<file path="config.mk">
export PLATFORM = sky130hd
export DESIGN_NAME = cio_top
export DESIGN_NICKNAME = d
export VERILOG_FILES = /design/src/verilog/cio_top.v /design/src/verilog/cio_input_cond.v
export VERILOG_INCLUDE_DIRS = /design/src /design/src/verilog
export SDC_FILE = /design/constraint.sdc
export NUM_CORES = 1
export LEC_CHECK = 0
export BUFFER_PORTS_ARGS = -buffer_cell sky130_fd_sc_hd__buf_2
export CORE_MARGIN = 5
export CORE_UTILIZATION = 41
export CTS_CLUSTER_DIAMETER = 120
export CTS_CLUSTER_SIZE = 16
export DETAILED_ROUTE_END_ITERATION = 12
export SLEW_MARGIN = 30
export SYNTH_ARGS = -nofsm -noshare
export SYNTH_HDL_FRONTEND = slang
export SYNTH_HIERARCHICAL = 1
export SYNTH_SLANG_ARGS = --single-unit
</file>
<file path="constraint.sdc">
create_clock -name clk_i -period 2.9 [get_ports clk_i]
set_input_delay 0.29 -clock clk_i [delete_from_list [all_inputs] [get_ports clk_i]]
set_output_delay 0.29 -clock clk_i [all_outputs]
set_load 0.02 [all_outputs]
</file>
<file path="src/verilog/cio_consts.vh">
/*
 * Constants for the camera discrete I/O and status indicator block.
 * Assumes a 40 MHz system clock; included by bare name.
 */
`ifndef CIO_CONSTS_VH
`define CIO_CONSTS_VH

// ****************************************
// timing
// ****************************************
`define CIO_CLK_MHZ 40
`define CIO_US_CYCLES (`CIO_CLK_MHZ)
`define CIO_US_CNT_W 6
`define CIO_US_LAST 6'h27
`define CIO_PULSE_MIN_US 100
`define CIO_PULSE_CNT_W 8
`define CIO_PULSE_LAST 8'h63
`define CIO_DEB_W 8
`define CIO_DEB_MIN 8'h01
`define CIO_SLOW_MS 500
`define CIO_FAST_MS 125
`define CIO_SLOW_CYC (`CIO_SLOW_MS * 1000 * `CIO_CLK_MHZ)
`define CIO_FAST_CYC (`CIO_FAST_MS * 1000 * `CIO_CLK_MHZ)
`define CIO_BLINK_W 25
`define CIO_SLOW_BIT 24
`define CIO_FAST_BIT 22
`define CIO_ACT_BIT 21

// ****************************************
// input use and output function codes
// ****************************************
`define CIO_IN_TRIGGER 1'b0
`define CIO_IN_EXPOSURE 1'b1
`define CIO_OF_W 2
`define CIO_OF_OFF 2'h0
`define CIO_OF_STROBE 2'h1
`define CIO_OF_EVENT 2'h2
`define CIO_OF_LEVEL 2'h3

// ****************************************
// led codes
// ****************************************
`define CIO_RGB_OFF 3'h0
`define CIO_RGB_RED 3'h4
`define CIO_RGB_GREEN 3'h2
`define CIO_RGB_BLUE 3'h1
`define CIO_LNK_OFF 2'h0
`define CIO_LNK_GREEN 2'h1
`define CIO_LNK_ORANGE 2'h2

`endif

</file>
<file path="src/verilog/cio_top.v">
/*
 * Camera discrete I/O and status indicators: two conditioned inputs used
 * as trigger or exposure control, two function-selectable outputs with a
 * minimum pulse width, a priority-encoded status LED and two network LEDs.
 * Assumes a single 40 MHz clock, all control bits static or from logic on
 * that clock; input pins are asynchronous.
 */
// Function
// - each input acts as acquisition trigger or exposure-period control
// - per-input setting chooses which polarity is active
// - per-input debounce programmable in whole microseconds, 1 to 255
// - each output selects a function, including strobe and event notification
// - every generated output pulse lasts at least 100 microseconds
// - status LED shows only the highest-priority active condition
// - red: steady not initialized, slow init failure, fast over-temperature
// - blue: slow awaiting address, fast link lost, steady addressed idle
// - green: steady connected, slow triggered, fast free-running acquisition
// - connection LED green at 100 Mbps, orange at 1000 Mbps
// - activity LED dark without traffic, blinking yellow with traffic
`timescale 1ns/1ps
`default_nettype none
`include "cio_consts.vh"

module cio_top (
    input wire clk_i,
    input wire nrst_i,
    input wire in1_pin_i,
    input wire in2_pin_i,
    input wire in1_invert_i,
    input wire in2_invert_i,
    input wire in1_use_i,
    input wire in2_use_i,
    input wire [`CIO_DEB_W-1:0] in1_deb_us_i,
    input wire [`CIO_DEB_W-1:0] in2_deb_us_i,
    input wire [`CIO_OF_W-1:0] out1_func_i,
    input wire [`CIO_OF_W-1:0] out2_func_i,
    input wire out1_level_i,
    input wire out2_level_i,
    input wire strobe_i,
    input wire event_i,
    input wire not_init_i,
    input wire init_fail_i,
    input wire over_temp_i,
    input wire wait_ip_i,
    input wire link_down_i,
    input wire ip_ok_i,
    input wire app_conn_i,
    input wire acq_trig_i,
    input wire acq_free_i,
    input wire link_up_i,
    input wire link_1000_i,
    input wire net_act_i,
    output reg trig_o,
    output reg expose_o,
    output reg out1_o,
    output reg out2_o,
    output reg [2:0] status_rgb_o,
    output reg [1:0] link_led_o,
    output reg act_led_o
);

// ****************************************
// time base
// ****************************************
reg [`CIO_US_CNT_W-1:0] us_cnt;
reg us_tick;
reg [`CIO_BLINK_W-1:0] blink_cnt;

always @(posedge clk_i) begin
    if (!nrst_i) begin
        us_cnt <= 6'h00;
        us_tick <= 1'b0;
        blink_cnt <= 25'h0000000;
    end else begin
        us_tick <= (us_cnt == `CIO_US_LAST);
        if (us_cnt == `CIO_US_LAST) begin
            us_cnt <= 6'h00;
        end else begin
            us_cnt <= us_cnt + 6'h01;
        end
        blink_cnt <= blink_cnt + 25'h0000001;
    end
end

// slow period 2^25 cycles (~0.84 s), fast 2^23 (~0.21 s)
wire slow_on = blink_cnt[`CIO_SLOW_BIT];
wire fast_on = blink_cnt[`CIO_FAST_BIT];

// ****************************************
// external inputs
// ****************************************
wire in1_lvl;
wire in1_rise;
wire in2_lvl;
wire in2_rise;

cio_input_cond u_in1 (
    .clk_i(clk_i),
    .nrst_i(nrst_i),
    .pin_i(in1_pin_i),
    .invert_i(in1_invert_i),
    .deb_us_i(in1_deb_us_i),
    .us_tick_i(us_tick),
    .level_o(in1_lvl),
    .rise_o(in1_rise),
    .fall_o()
);

cio_input_cond u_in2 (
    .clk_i(clk_i),
    .nrst_i(nrst_i),
    .pin_i(in2_pin_i),
    .invert_i(in2_invert_i),
    .deb_us_i(in2_deb_us_i),
    .us_tick_i(us_tick),
    .level_o(in2_lvl),
    .rise_o(in2_rise),
    .fall_o()
);

// trigger is one pulse per active edge; exposure follows the active level
always @(posedge clk_i) begin
    if (!nrst_i) begin
        trig_o <= 1'b0;
        expose_o <= 1'b0;
    end else begin
        trig_o <= (in1_use_i == `CIO_IN_TRIGGER && in1_rise) ||
                  (in2_use_i == `CIO_IN_TRIGGER && in2_rise);
        expose_o <= (in1_use_i == `CIO_IN_EXPOSURE && in1_lvl) ||
                    (in2_use_i == `CIO_IN_EXPOSURE && in2_lvl);
    end
end

// ****************************************
// external outputs
// ****************************************
reg [`CIO_PULSE_CNT_W-1:0] hold1;
reg [`CIO_PULSE_CNT_W-1:0] hold2;
reg [`CIO_US_CNT_W-1:0] sub1;
reg [`CIO_US_CNT_W-1:0] sub2;
reg req1;
reg req2;

always @* begin
    case (out1_func_i)
        `CIO_OF_STROBE: req1 = strobe_i;
        `CIO_OF_EVENT: req1 = event_i;
        `CIO_OF_LEVEL: req1 = out1_level_i;
        default: req1 = 1'b0;
    endcase
    case (out2_func_i)
        `CIO_OF_STROBE: req2 = strobe_i;
        `CIO_OF_EVENT: req2 = event_i;
        `CIO_OF_LEVEL: req2 = out2_level_i;
        default: req2 = 1'b0;
    endcase
end

// a request starts a pulse; it stays high while the request lasts and for
// at least 100 us counted in whole microseconds of 40 clocks each
always @(posedge clk_i) begin
    if (!nrst_i) begin
        out1_o <= 1'b0;
        out2_o <= 1'b0;
        hold1 <= 8'h00;
        hold2 <= 8'h00;
        sub1 <= 6'h00;
        sub2 <= 6'h00;
    end else begin
        if (req1) begin
            out1_o <= 1'b1;
            hold1 <= `CIO_PULSE_LAST;
            sub1 <= 6'h00;
        end else if (hold1 != 8'h00 || sub1 != `CIO_US_LAST) begin
            if (sub1 == `CIO_US_LAST) begin
                sub1 <= 6'h00;
                hold1 <= hold1 - 8'h01;
            end else begin
                sub1 <= sub1 + 6'h01;
            end
        end else begin
            out1_o <= 1'b0;
        end
        if (req2) begin
            out2_o <= 1'b1;
            hold2 <= `CIO_PULSE_LAST;
            sub2 <= 6'h00;
        end else if (hold2 != 8'h00 || sub2 != `CIO_US_LAST) begin
            if (sub2 == `CIO_US_LAST) begin
                sub2 <= 6'h00;
                hold2 <= hold2 - 8'h01;
            end else begin
                sub2 <= sub2 + 6'h01;
            end
        end else begin
            out2_o <= 1'b0;
        end
    end
end

// ****************************************
// status and network leds
// ****************************************
reg [2:0] next_rgb;

// priority falls from top to bottom; a lower condition is hidden entirely
always @* begin
    if (over_temp_i) begin
        next_rgb = fast_on ? `CIO_RGB_RED : `CIO_RGB_OFF;
    end else if (init_fail_i) begin
        next_rgb = slow_on ? `CIO_RGB_RED : `CIO_RGB_OFF;
    end else if (not_init_i) begin
        next_rgb = `CIO_RGB_RED;
    end else if (link_down_i) begin
        next_rgb = fast_on ? `CIO_RGB_BLUE : `CIO_RGB_OFF;
    end else if (wait_ip_i) begin
        next_rgb = slow_on ? `CIO_RGB_BLUE : `CIO_RGB_OFF;
    end else if (acq_free_i) begin
        next_rgb = fast_on ? `CIO_RGB_GREEN : `CIO_RGB_OFF;
    end else if (acq_trig_i) begin
        next_rgb = slow_on ? `CIO_RGB_GREEN : `CIO_RGB_OFF;
    end else if (app_conn_i) begin
        next_rgb = `CIO_RGB_GREEN;
    end else if (ip_ok_i) begin
        next_rgb = `CIO_RGB_BLUE;
    end else begin
        next_rgb = `CIO_RGB_RED;
    end
end

always @(posedge clk_i) begin
    if (!nrst_i) begin
        status_rgb_o <= `CIO_RGB_RED;
        link_led_o <= `CIO_LNK_OFF;
        act_led_o <= 1'b0;
    end else begin
        status_rgb_o <= next_rgb;
        if (!link_up_i) begin
            link_led_o <= `CIO_LNK_OFF;
        end else if (link_1000_i) begin
            link_led_o <= `CIO_LNK_ORANGE;
        end else begin
            link_led_o <= `CIO_LNK_GREEN;
        end
        act_led_o <= net_act_i & blink_cnt[`CIO_ACT_BIT];
    end
end

endmodule
`default_nettype wire

</file>
<file path="src/verilog/cio_input_cond.v">
/*
 * One conditioned external input: synchroniser, polarity, debounce.
 * Assumes us_tick_i is a one-cycle pulse once per microsecond.
 */
`timescale 1ns/1ps
`default_nettype none
`include "cio_consts.vh"

module cio_input_cond (
    input wire clk_i,
    input wire nrst_i,
    input wire pin_i,
    input wire invert_i,
    input wire [`CIO_DEB_W-1:0] deb_us_i,
    input wire us_tick_i,
    output reg level_o,
    output reg rise_o,
    output reg fall_o
);

reg sync_a;
reg sync_b;
reg [`CIO_DEB_W-1:0] stable_cnt;
wire [`CIO_DEB_W-1:0] deb_eff;
wire active;

// a zero setting would disable filtering; clamp to the shortest interval
assign deb_eff = (deb_us_i < `CIO_DEB_MIN) ? `CIO_DEB_MIN : deb_us_i;
assign active = sync_b ^ invert_i;

always @(posedge clk_i) begin
    if (!nrst_i) begin
        sync_a <= 1'b0;
        sync_b <= 1'b0;
        stable_cnt <= 8'h00;
        level_o <= 1'b0;
        rise_o <= 1'b0;
        fall_o <= 1'b0;
    end else begin
        sync_a <= pin_i;
        sync_b <= sync_a;
        rise_o <= 1'b0;
        fall_o <= 1'b0;
        if (active == level_o) begin
            stable_cnt <= 8'h00;
        end else if (us_tick_i) begin
            // the first tick may land just after the change; one extra tick
            // keeps the accepted interval at or above the programmed one
            if (stable_cnt >= deb_eff) begin
                level_o <= active;
                rise_o <= active;
                fall_o <= ~active;
                stable_cnt <= 8'h00;
            end else begin
                stable_cnt <= stable_cnt + 8'h01;
            end
        end
    end
end

endmodule
`default_nettype wire

</file>
==> metrics.yaml, run 1 <==
syn_nets: 562
antenna_found_initial: 0
relSlewSlack_pct: 63.8
pwr_density_cell_nw_per_um2: 524
area_growth_pct: 15.6
fp.coreArea_um2: 11000
finalClockSkew_ns: 0.00688
h-tree-depth: 3
dieArea_um2: 13500
clk_path_buf_depth: 2
cp-end-kind: "flop"
dp.final_hpwl_um: 6910
ioPinCount: 54
hp-start: "link_1000_i"
max_freq_ghz: 0.529
tightest_slew_ns: 0.542
initial_core_util_pct: 42.2
post_cts_buffers: 0
die_h_um: 116
diodes: 0
utilization_pct: 48.8
ant_nets: 0
finalWirelength_um: 9420
num_rows: 38
worstReg2RegStart: "hold2[0]$_SDFFE_PN0P_"
whs_ns: 0.119
max-cap-violations: 0
leakage_nw: 2.10
setup_viol: 0
fin_crit_ns: 1.89
cp.required_ns: 3.17
drt-initial-drc-count: 122
cts-root-buf: "clkbuf_16"
drt_first_pass_iters: 4
layout.nets: 617
clk_pin_slew_ns: 0.07
critPathArrivalTime_ns: 2.16
place.gp.congestion: 0.770
min_path_type: "in -> reg"
synthCells: 492
cts_tree: "built"
grt_max_degree: 35
final_area_um2: 5360
layout-drive-gt1-share_pct: 16.7
finalCritPeriodShare_pct: 65.2
io_buffer_count: 53
ys_warn_count: 6
fin_setup_tns_ns: 0
dpl_cell_area_um2: 5050
crit_path_start: "hold2[0]$_SDFFE_PN0P_"
grt_use_total_pct: 14.4
rsz0062_at_grt: "false"
irDropWorstVdd_mv: 0.259
vias_per_cell: 5.29
cts_buffers: 9
vias: 3662
syn_area_um2: 4640
postCtsHoldBufs: 0
drc: 0
grt_pass1_wl_um: 15700
cts_resized: 0
grt_pass1_vias: 3499
status: "finished, final reports clean"
hold_viol: 0
clock_sinks: 94
overflow: 0
wl_per_cell_um: 13.6
dieWidth_um: 116
crit_type: "reg -> reg"
worstSetupStartpointType: "flop"
fillCellCount: 1021
insertion_delay_ns: 0.34
worstPathMaxFanout: 4
avgSynthCellArea_um2: 9.43
slew_viol_final: 0
power breakdown:
part / internal, W / switching [W]
sequential: 0.00132 / 0.0000229
clock: 0.000780 / 0.000479
combinational: 0.0000944 / 0.000115
total: 0.00220 / 0.000617
area by class of cell:
type	count	area [um2]	area share (%)
Tap cell	140	175	3.27
Multi-Input combinational cell	359	2600	48.5
Timing Repair Buffer	55	280	5.23
Sequential cell	94	1880	35.1
Clock inverter	3	67.6	1.26
Inverter	28	105	1.96
Clock buffer	13	250	4.67
cells in the final DEF, fill, tap and decap left out, types with 3 or more instances in the layout:
master,n
nand3_1,14
or4_1,15
o21ai_0,10
inv_1,28
nor2b_1,3
nand2b_1,6
xor2_1,21
nor2_1,52
a21oi_1,32
xnor2_1,18
nand2_1,28
clkbuf_1,3
and4_1,4
or3_1,12
nor4_1,3
and3_1,10
a31oi_1,6
nor3b_1,4
nor3_1,6
and2_1,5
o21a_1,4
mux2i_1,5
ha_1,26
clkbuf_16,9
dfxtp_1,94
buf_2,53
o31ai_1,14
nand4_1,10
registers in the layout (all words and copies together) (netlist names), 2 cells and up:
signal	cells
hold1	8
u_in1/stable_cnt	8
sub1	6
u_in2/stable_cnt	8
sub2	6
blink_cnt	25
us_cnt	6
status_rgb_o	3
hold2	8
link_led_o	2
final timing paths:
path	endpoint	slack (ns)	cells past startpoint
setup / recovery	hold2[1]$_SDFFE_PN0P_	1.01	6
hold / removal	link_led_o[0]$_SDFF_PN0_	0.12	2
setup reg to reg	hold2[1]$_SDFFE_PN0P_	1.01	6
hold reg to reg	u_in1/sync_b$_SDFF_PN0_	0.43	1
per-layer routing:
metal	share of wire [%]	track usage [%]	routed length (um)	up-vias
li1	-	-	-	1903
met1	48	17.9	4500	1706
met2	47	24.5	4400	41
met3	3.8	2.90	356	12
met4	1.7	5.65	164	0
met5	0	0	0	-
critical path, stage by stage, from the launching register on:
cell      delay (ns)
dfxtp_1         0.31
inv_1           0.10
ha_1            0.17
or4b_4          0.52
o211ai_2        0.23
mux2_1          0.34
a21oi_1         0.14
stage by stage:
step | power [W] | worst slack, ns | instances
final | 0.00281 | 1.01 | 692
after detailed placement | 0.00158 | 0.682 | 676
after global routing | 0.00293 | 0.857 | 692
after global placement | 0.00158 | 0.812 | 676
after CTS | 0.00284 | 1.00 | 692
after floorplan | 0.00150 | 0.977 | 492
(Power assumes the default switching activity.)
==> run 2, diff against run 1 <==
- clock period: 2.9 -> 1.94 ns (I/O delays scaled with it)
==> run 2 against run 1 <==
  * Routed wire length increased by 2.3%
  * First-iteration DRC count increased by 1.6%
  * Combinational power increased by 59%
  * Critical endpoint is now hold1[1]$_SDFFE_PN0P_
  * Utilization increased by 0.99 points
  * Die area unchanged
  * Critical path depth unchanged
  * Hold slack got worse by 0.099 ns
  * Register-to-register slack got worse by 0.90 ns
==> metrics.yaml, run 2 (synthesized netlist as in run 1, its figures left out) <==
vias_per_cell: 5.34
setup_viol: 0
layout-drive-gt1-share_pct: 19.9
ioPinCount: 54
area_growth_pct: 18.0
top_register: "blink_cnt"
cts-root-buf: "clkbuf_16"
utilization_pct: 49.8
h-tree-depth: 3
worstReg2RegStart: "hold1[1]$_SDFFE_PN0P_"
postCtsHoldBufs: 0
rsz0062_at_grt: "false"
worst-path-stages: 6
grt_max_degree: 30
max-cap-violations: 0
io_buffer_count: 53
wl_per_cell_um: 13.7
drt_first_pass_iters: 4
grt_pass1_vias: 3684
slew_viol_final: 0
cts_buffers: 9
pre_cts_ws_ns: -0.108
place.gp.congestion: 0.767
rr_endpoint: "hold1[1]$_SDFFE_PN0P_"
finalWirelength_um: 9640
fin_crit_ns: 1.83
leakage_nw: 2.16
grt_pass1_wl_um: 16600
relSlewSlack_pct: 69.5
dieWidth_um: 116
drt-initial-drc-count: 124
final_area_um2: 5470
grt_use_total_pct: 15.1
tightest_slew_ns: 0.458
drc: 0
antenna_found_initial: 0
crit_family: "simple AND/OR/NAND/NOR gates"
status: "finished, final reports clean"
crit_buf_inv: 1
crit_path_start: "hold1[1]$_SDFFE_PN0P_"
hold_viol: 0
layout.nets: 629
critPathMaxStageDelay_ns: 0.52
clk_path_buf_depth: 2
critPathArrivalTime_ns: 2.11
vias: 3757
max_freq_ghz: 0.546
path_cells: "inv_1 > ha_1 > or4b_4 > o211ai_4 > mux2_1 > a21oi_1"
dpl_cell_area_um2: 5110
dp.final_hpwl_um: 7080
mostFrequentLayoutCell: "dfxtp_1"
endpoint: "hold1[1]$_SDFFE_PN0P_"
pwr_density_cell_nw_per_um2: 751
initial_core_util_pct: 42.2
largest_register_ffs: 25
num_rows: 38
dieArea_um2: 13500
reg2reg_depth: 6
finalCritPeriodShare_pct: 94.4
cp-end-kind: "flop"
clk_pin_slew_ns: 0.06
min_path_type: "in -> reg"
worstSetupStartpointType: "flop"
fp.coreArea_um2: 11000
diodes: 0
irDropWorstVdd_mv: 0.360
worstPathMaxFanout: 4
cp.required_ns: 2.22
clock_sinks: 94
fillCellCount: 1019
regToRegSetupSlack_ns: 0.11
crit_type: "reg -> reg"
die_h_um: 116
insertion_delay_ns: 0.34
layout_common_cells: "94 x dfxtp_1, 53 x buf_2, 52 x nor2_1"
overflow: 0
ant_nets: 0
critical-path-slowest-cell: "or4b_4"
setup_ws_ns: 0.108
cts_tree: "built"
finalClockSkew_ns: 0.00855
[run 2: layout make-up]
cell class	count	area (um2)	area share, %
inverters	28	105	1.92
well taps	140	175	3.20
repair buffers	67	370	6.77
flip-flops and latches	94	1880	34.4
clock inverters	6	61.3	1.12
multi-input cells	359	2640	48.2
clock buffers	10	239	4.37
[run 2: what timing repair did]
item                                    CTS  global route
buffers inserted                          0             3
endpoints found under the hold margin     0             0
endpoints found under the setup margin    0             8
gates resized for setup                   0             8
[run 2: where the power goes]
group / total, W / internal [W] / switching (W)
registers: 0.00201 / 0.00197 / 0.0000329
logic: 0.000334 / 0.000156 / 0.000178
clock network: 0.00177 / 0.00103 / 0.000738
[run 2: worst min-delay path by stage]
stage,slack (ns),to,cells after the start,start
detailed placement,0.38,link_led_o[0]$_SDFF_PN0_,2,link_1000_i
floorplan,0.27,link_led_o[0]$_SDFF_PN0_,1,link_1000_i
global placement,0.37,link_led_o[0]$_SDFF_PN0_,2,link_1000_i
finish,0.02,link_led_o[0]$_SDFF_PN0_,2,link_1000_i
global route,0.01,link_led_o[0]$_SDFF_PN0_,2,link_1000_i
CTS,0.004,link_led_o[0]$_SDFF_PN0_,2,link_1000_i
[run 2: worst reg2reg max path: stages, from the launching register on]
cell and delay (ns):
dfxtp_1 0.31, inv_1 0.08, ha_1 0.17, or4b_4 0.52, o211ai_4 0.22, mux2_1 0.34, a21oi_1 0.13
[run 2: stage by stage]
step	hold WS, ns	std cells	total power [W]	setup TNS [ns]
2_1_floorplan	0.266	492	0.00225	0
5_1_grt	0.0143	704	0.00430	0
3_3_place_gp	0.368	685	0.00236	-0.832
6_report	0.0195	704	0.00411	0
3_5_place_dp	0.377	685	0.00237	-1.68
4_1_cts	0.00408	701	0.00417	0
[run 2: layer usage]
layer | vias up | wire [um] | GRT usage (%)
li1 | 1934 | - | -
met2 | 47 | 4590 | 25.4
met3 | 11 | 395 | 3.42
met1 | 1765 | 4510 | 18.7
met4 | 0 | 138 | 5.96
met5 | - | 0 | 0
==> run 3, diff against run 2 <==
- PLACE_DENSITY: unset -> 0.61
==> run 3 against run 2 <==
  * Combinational power increased by 3%
  * Sequential power about the same
  * Clock skew is 0.0021 ns lower
  * Hold slack improved by 0.037 ns
  * Sequential share of layout area shrank 0.59 points
  * Global-route usage increased by 0.56 points
  * First-iteration DRC count is 27% higher
  * Total power rose by 9.2%
  * Clock-buffer cell count unchanged
  * Worst setup slack worse by 0.029 ns
  * Via count increased by 0.64%
  * Critical endpoint is now hold1[6]$_SDFFE_PN0P_
  * Largest cell class unchanged
==> metrics.yaml, run 3 (synthesized netlist as in run 1, its figures left out) <==
insertion_delay_ns: 0.35
die_h_um: 116
slew_viol_final: 0
power.total_w: 0.00449
worstSetupStartpointType: "flop"
fin_crit_ns: 1.86
status: "finished, final reports clean"
grt_use_total_pct: 15.7
clk_path_buf_depth: 2
setup_viol: 0
crit_type: "reg -> reg"
finalWirelength_um: 9850
cts-root-buf: "clkbuf_16"
leakage_nw: 2.21
layout_common_cells: "94 x dfxtp_1, 53 x buf_2, 52 x nor2_1"
max-cap-violations: 0
place_inst: 687
hold_viol: 0
io_buffer_count: 53
grt_pass1_vias: 3764
ioPinCount: 54
dieArea_um2: 13500
grt_pass1_wl_um: 17200
drt-initial-drc-count: 157
largest_register_ffs: 25
irDropWorstVdd_mv: 0.404
vias: 3781
place.gp.congestion: 0.784
vias_per_cell: 5.34
overflow: 0
diodes: 0
fillCellCount: 992
drc: 0
num_rows: 38
grt_max_degree: 26
fin_cells: 708
wl_per_cell_um: 13.9
finalCritPeriodShare_pct: 95.9
fp.coreArea_um2: 11000
clk_pin_slew_ns: 0.06
h-tree-depth: 3
worstPathMaxFanout: 5
layout-drive-gt1-share_pct: 20.2
critPathArrivalTime_ns: 2.13
clock_sinks: 94
cp-end-kind: "flop"
pre_cts_ws_ns: -0.150
layout.nets: 633
cp.required_ns: 2.21
area_growth_pct: 20.0
min_path_type: "in -> reg"
pwr_density_cell_nw_per_um2: 806
setup_ws_ns: 0.0793
mostFrequentLayoutCell: "dfxtp_1"
dieWidth_um: 116
dp.final_hpwl_um: 7130
max_freq_ghz: 0.537
relSlewSlack_pct: 67.5
initial_core_util_pct: 42.2
drt_first_pass_iters: 4
cts_tree: "built"
regToRegSetupSlack_ns: 0.08
top_register: "blink_cnt"
cts_buffers: 9
antenna_found_initial: 0
finalClockSkew_ns: 0.00643
tightest_slew_ns: 0.488
ant_nets: 0
run 3: cell count changes in the layout (fill, tap and decap cells not counted):
cell           delta
dlygate4sd3_1     +1
clkbuf_8          -1
clkinv_2          -2
clkinvlp_4        -1
clkbuf_1          +1
ha_1              -1
mux2_1            -1
buf_4             +3
a221oi_1          +1
ha_2              +1
mux2_4            +1
bufinv_16         +3
a221oi_2          -1
run 3: critical path, cell delays in order (launching register included):
cell	delay, ns
dfxtp_1	0.38
ha_2	0.23
and4bb_4	0.32
nand2_2	0.11
or4_1	0.55
a31oi_1	0.20
run 3: path summary, 6_finish.rpt:
| kind | start | endpoint | depth (start not counted) |
|---|---|---|---|
| setup / recovery | sub1[0]$_SDFFE_PP0P_ | hold1[6]$_SDFFE_PN0P_ | 5 |
| hold reg to reg | u_in1/sync_a$_SDFF_PN0_ | u_in1/sync_b$_SDFF_PN0_ | 1 |
| hold / removal | in1_pin_i | u_in1/sync_a$_SDFF_PN0_ | 2 |
| setup reg to reg | sub1[0]$_SDFFE_PP0P_ | hold1[6]$_SDFFE_PN0P_ | 5 |
run 3: power by group:
part	switching (W)	internal [W]	total [W]
clock	0.000746	0.00139	0.00214
combinational	0.000182	0.000161	0.000343
sequential	0.0000332	0.00197	0.00201
run 3: layer usage:
metal | up-vias | global-route usage, % | part of all wire (%)
li1 | 1933 | - | -
met1 | 1778 | 19.7 | 47
met2 | 53 | 25.9 | 46
met3 | 17 | 3.16 | 4.0
met4 | 0 | 6.96 | 2.3
met5 | - | 0 | 0
run 3: layout make-up:
type | count | area, um2 | share of cell area [%]
multi-input cells | 359 | 2640 | 47.4
inverters | 28 | 105 | 1.89
clock buffers | 10 | 229 | 4.11
repair buffers | 71 | 403 | 7.24
flip-flops and latches | 94 | 1880 | 33.8
well taps | 140 | 175 | 3.15
clock inverters | 6 | 134 | 2.40
run 3: what timing repair did:
item / CTS / global route
setup buffers: 0 / 4
setup endpoints to repair: 0 / 11
gates resized for setup: 0 / 9
hold endpoints to repair: 1 / 0
hold buffers: 1 / 0
run 3: stage by stage:
step                hold slack (ns)  util [%]  area (um2)  setup TNS (ns)
global placement              0.364      46.7        5130          -0.843
CTS                          0.0439      50.1        5500               0
finish                       0.0566      50.7        5570               0
floorplan                     0.266         -        4640               0
detailed placement            0.369      46.7        5130           -1.84
global route                 0.0523      50.7        5570         -0.0227
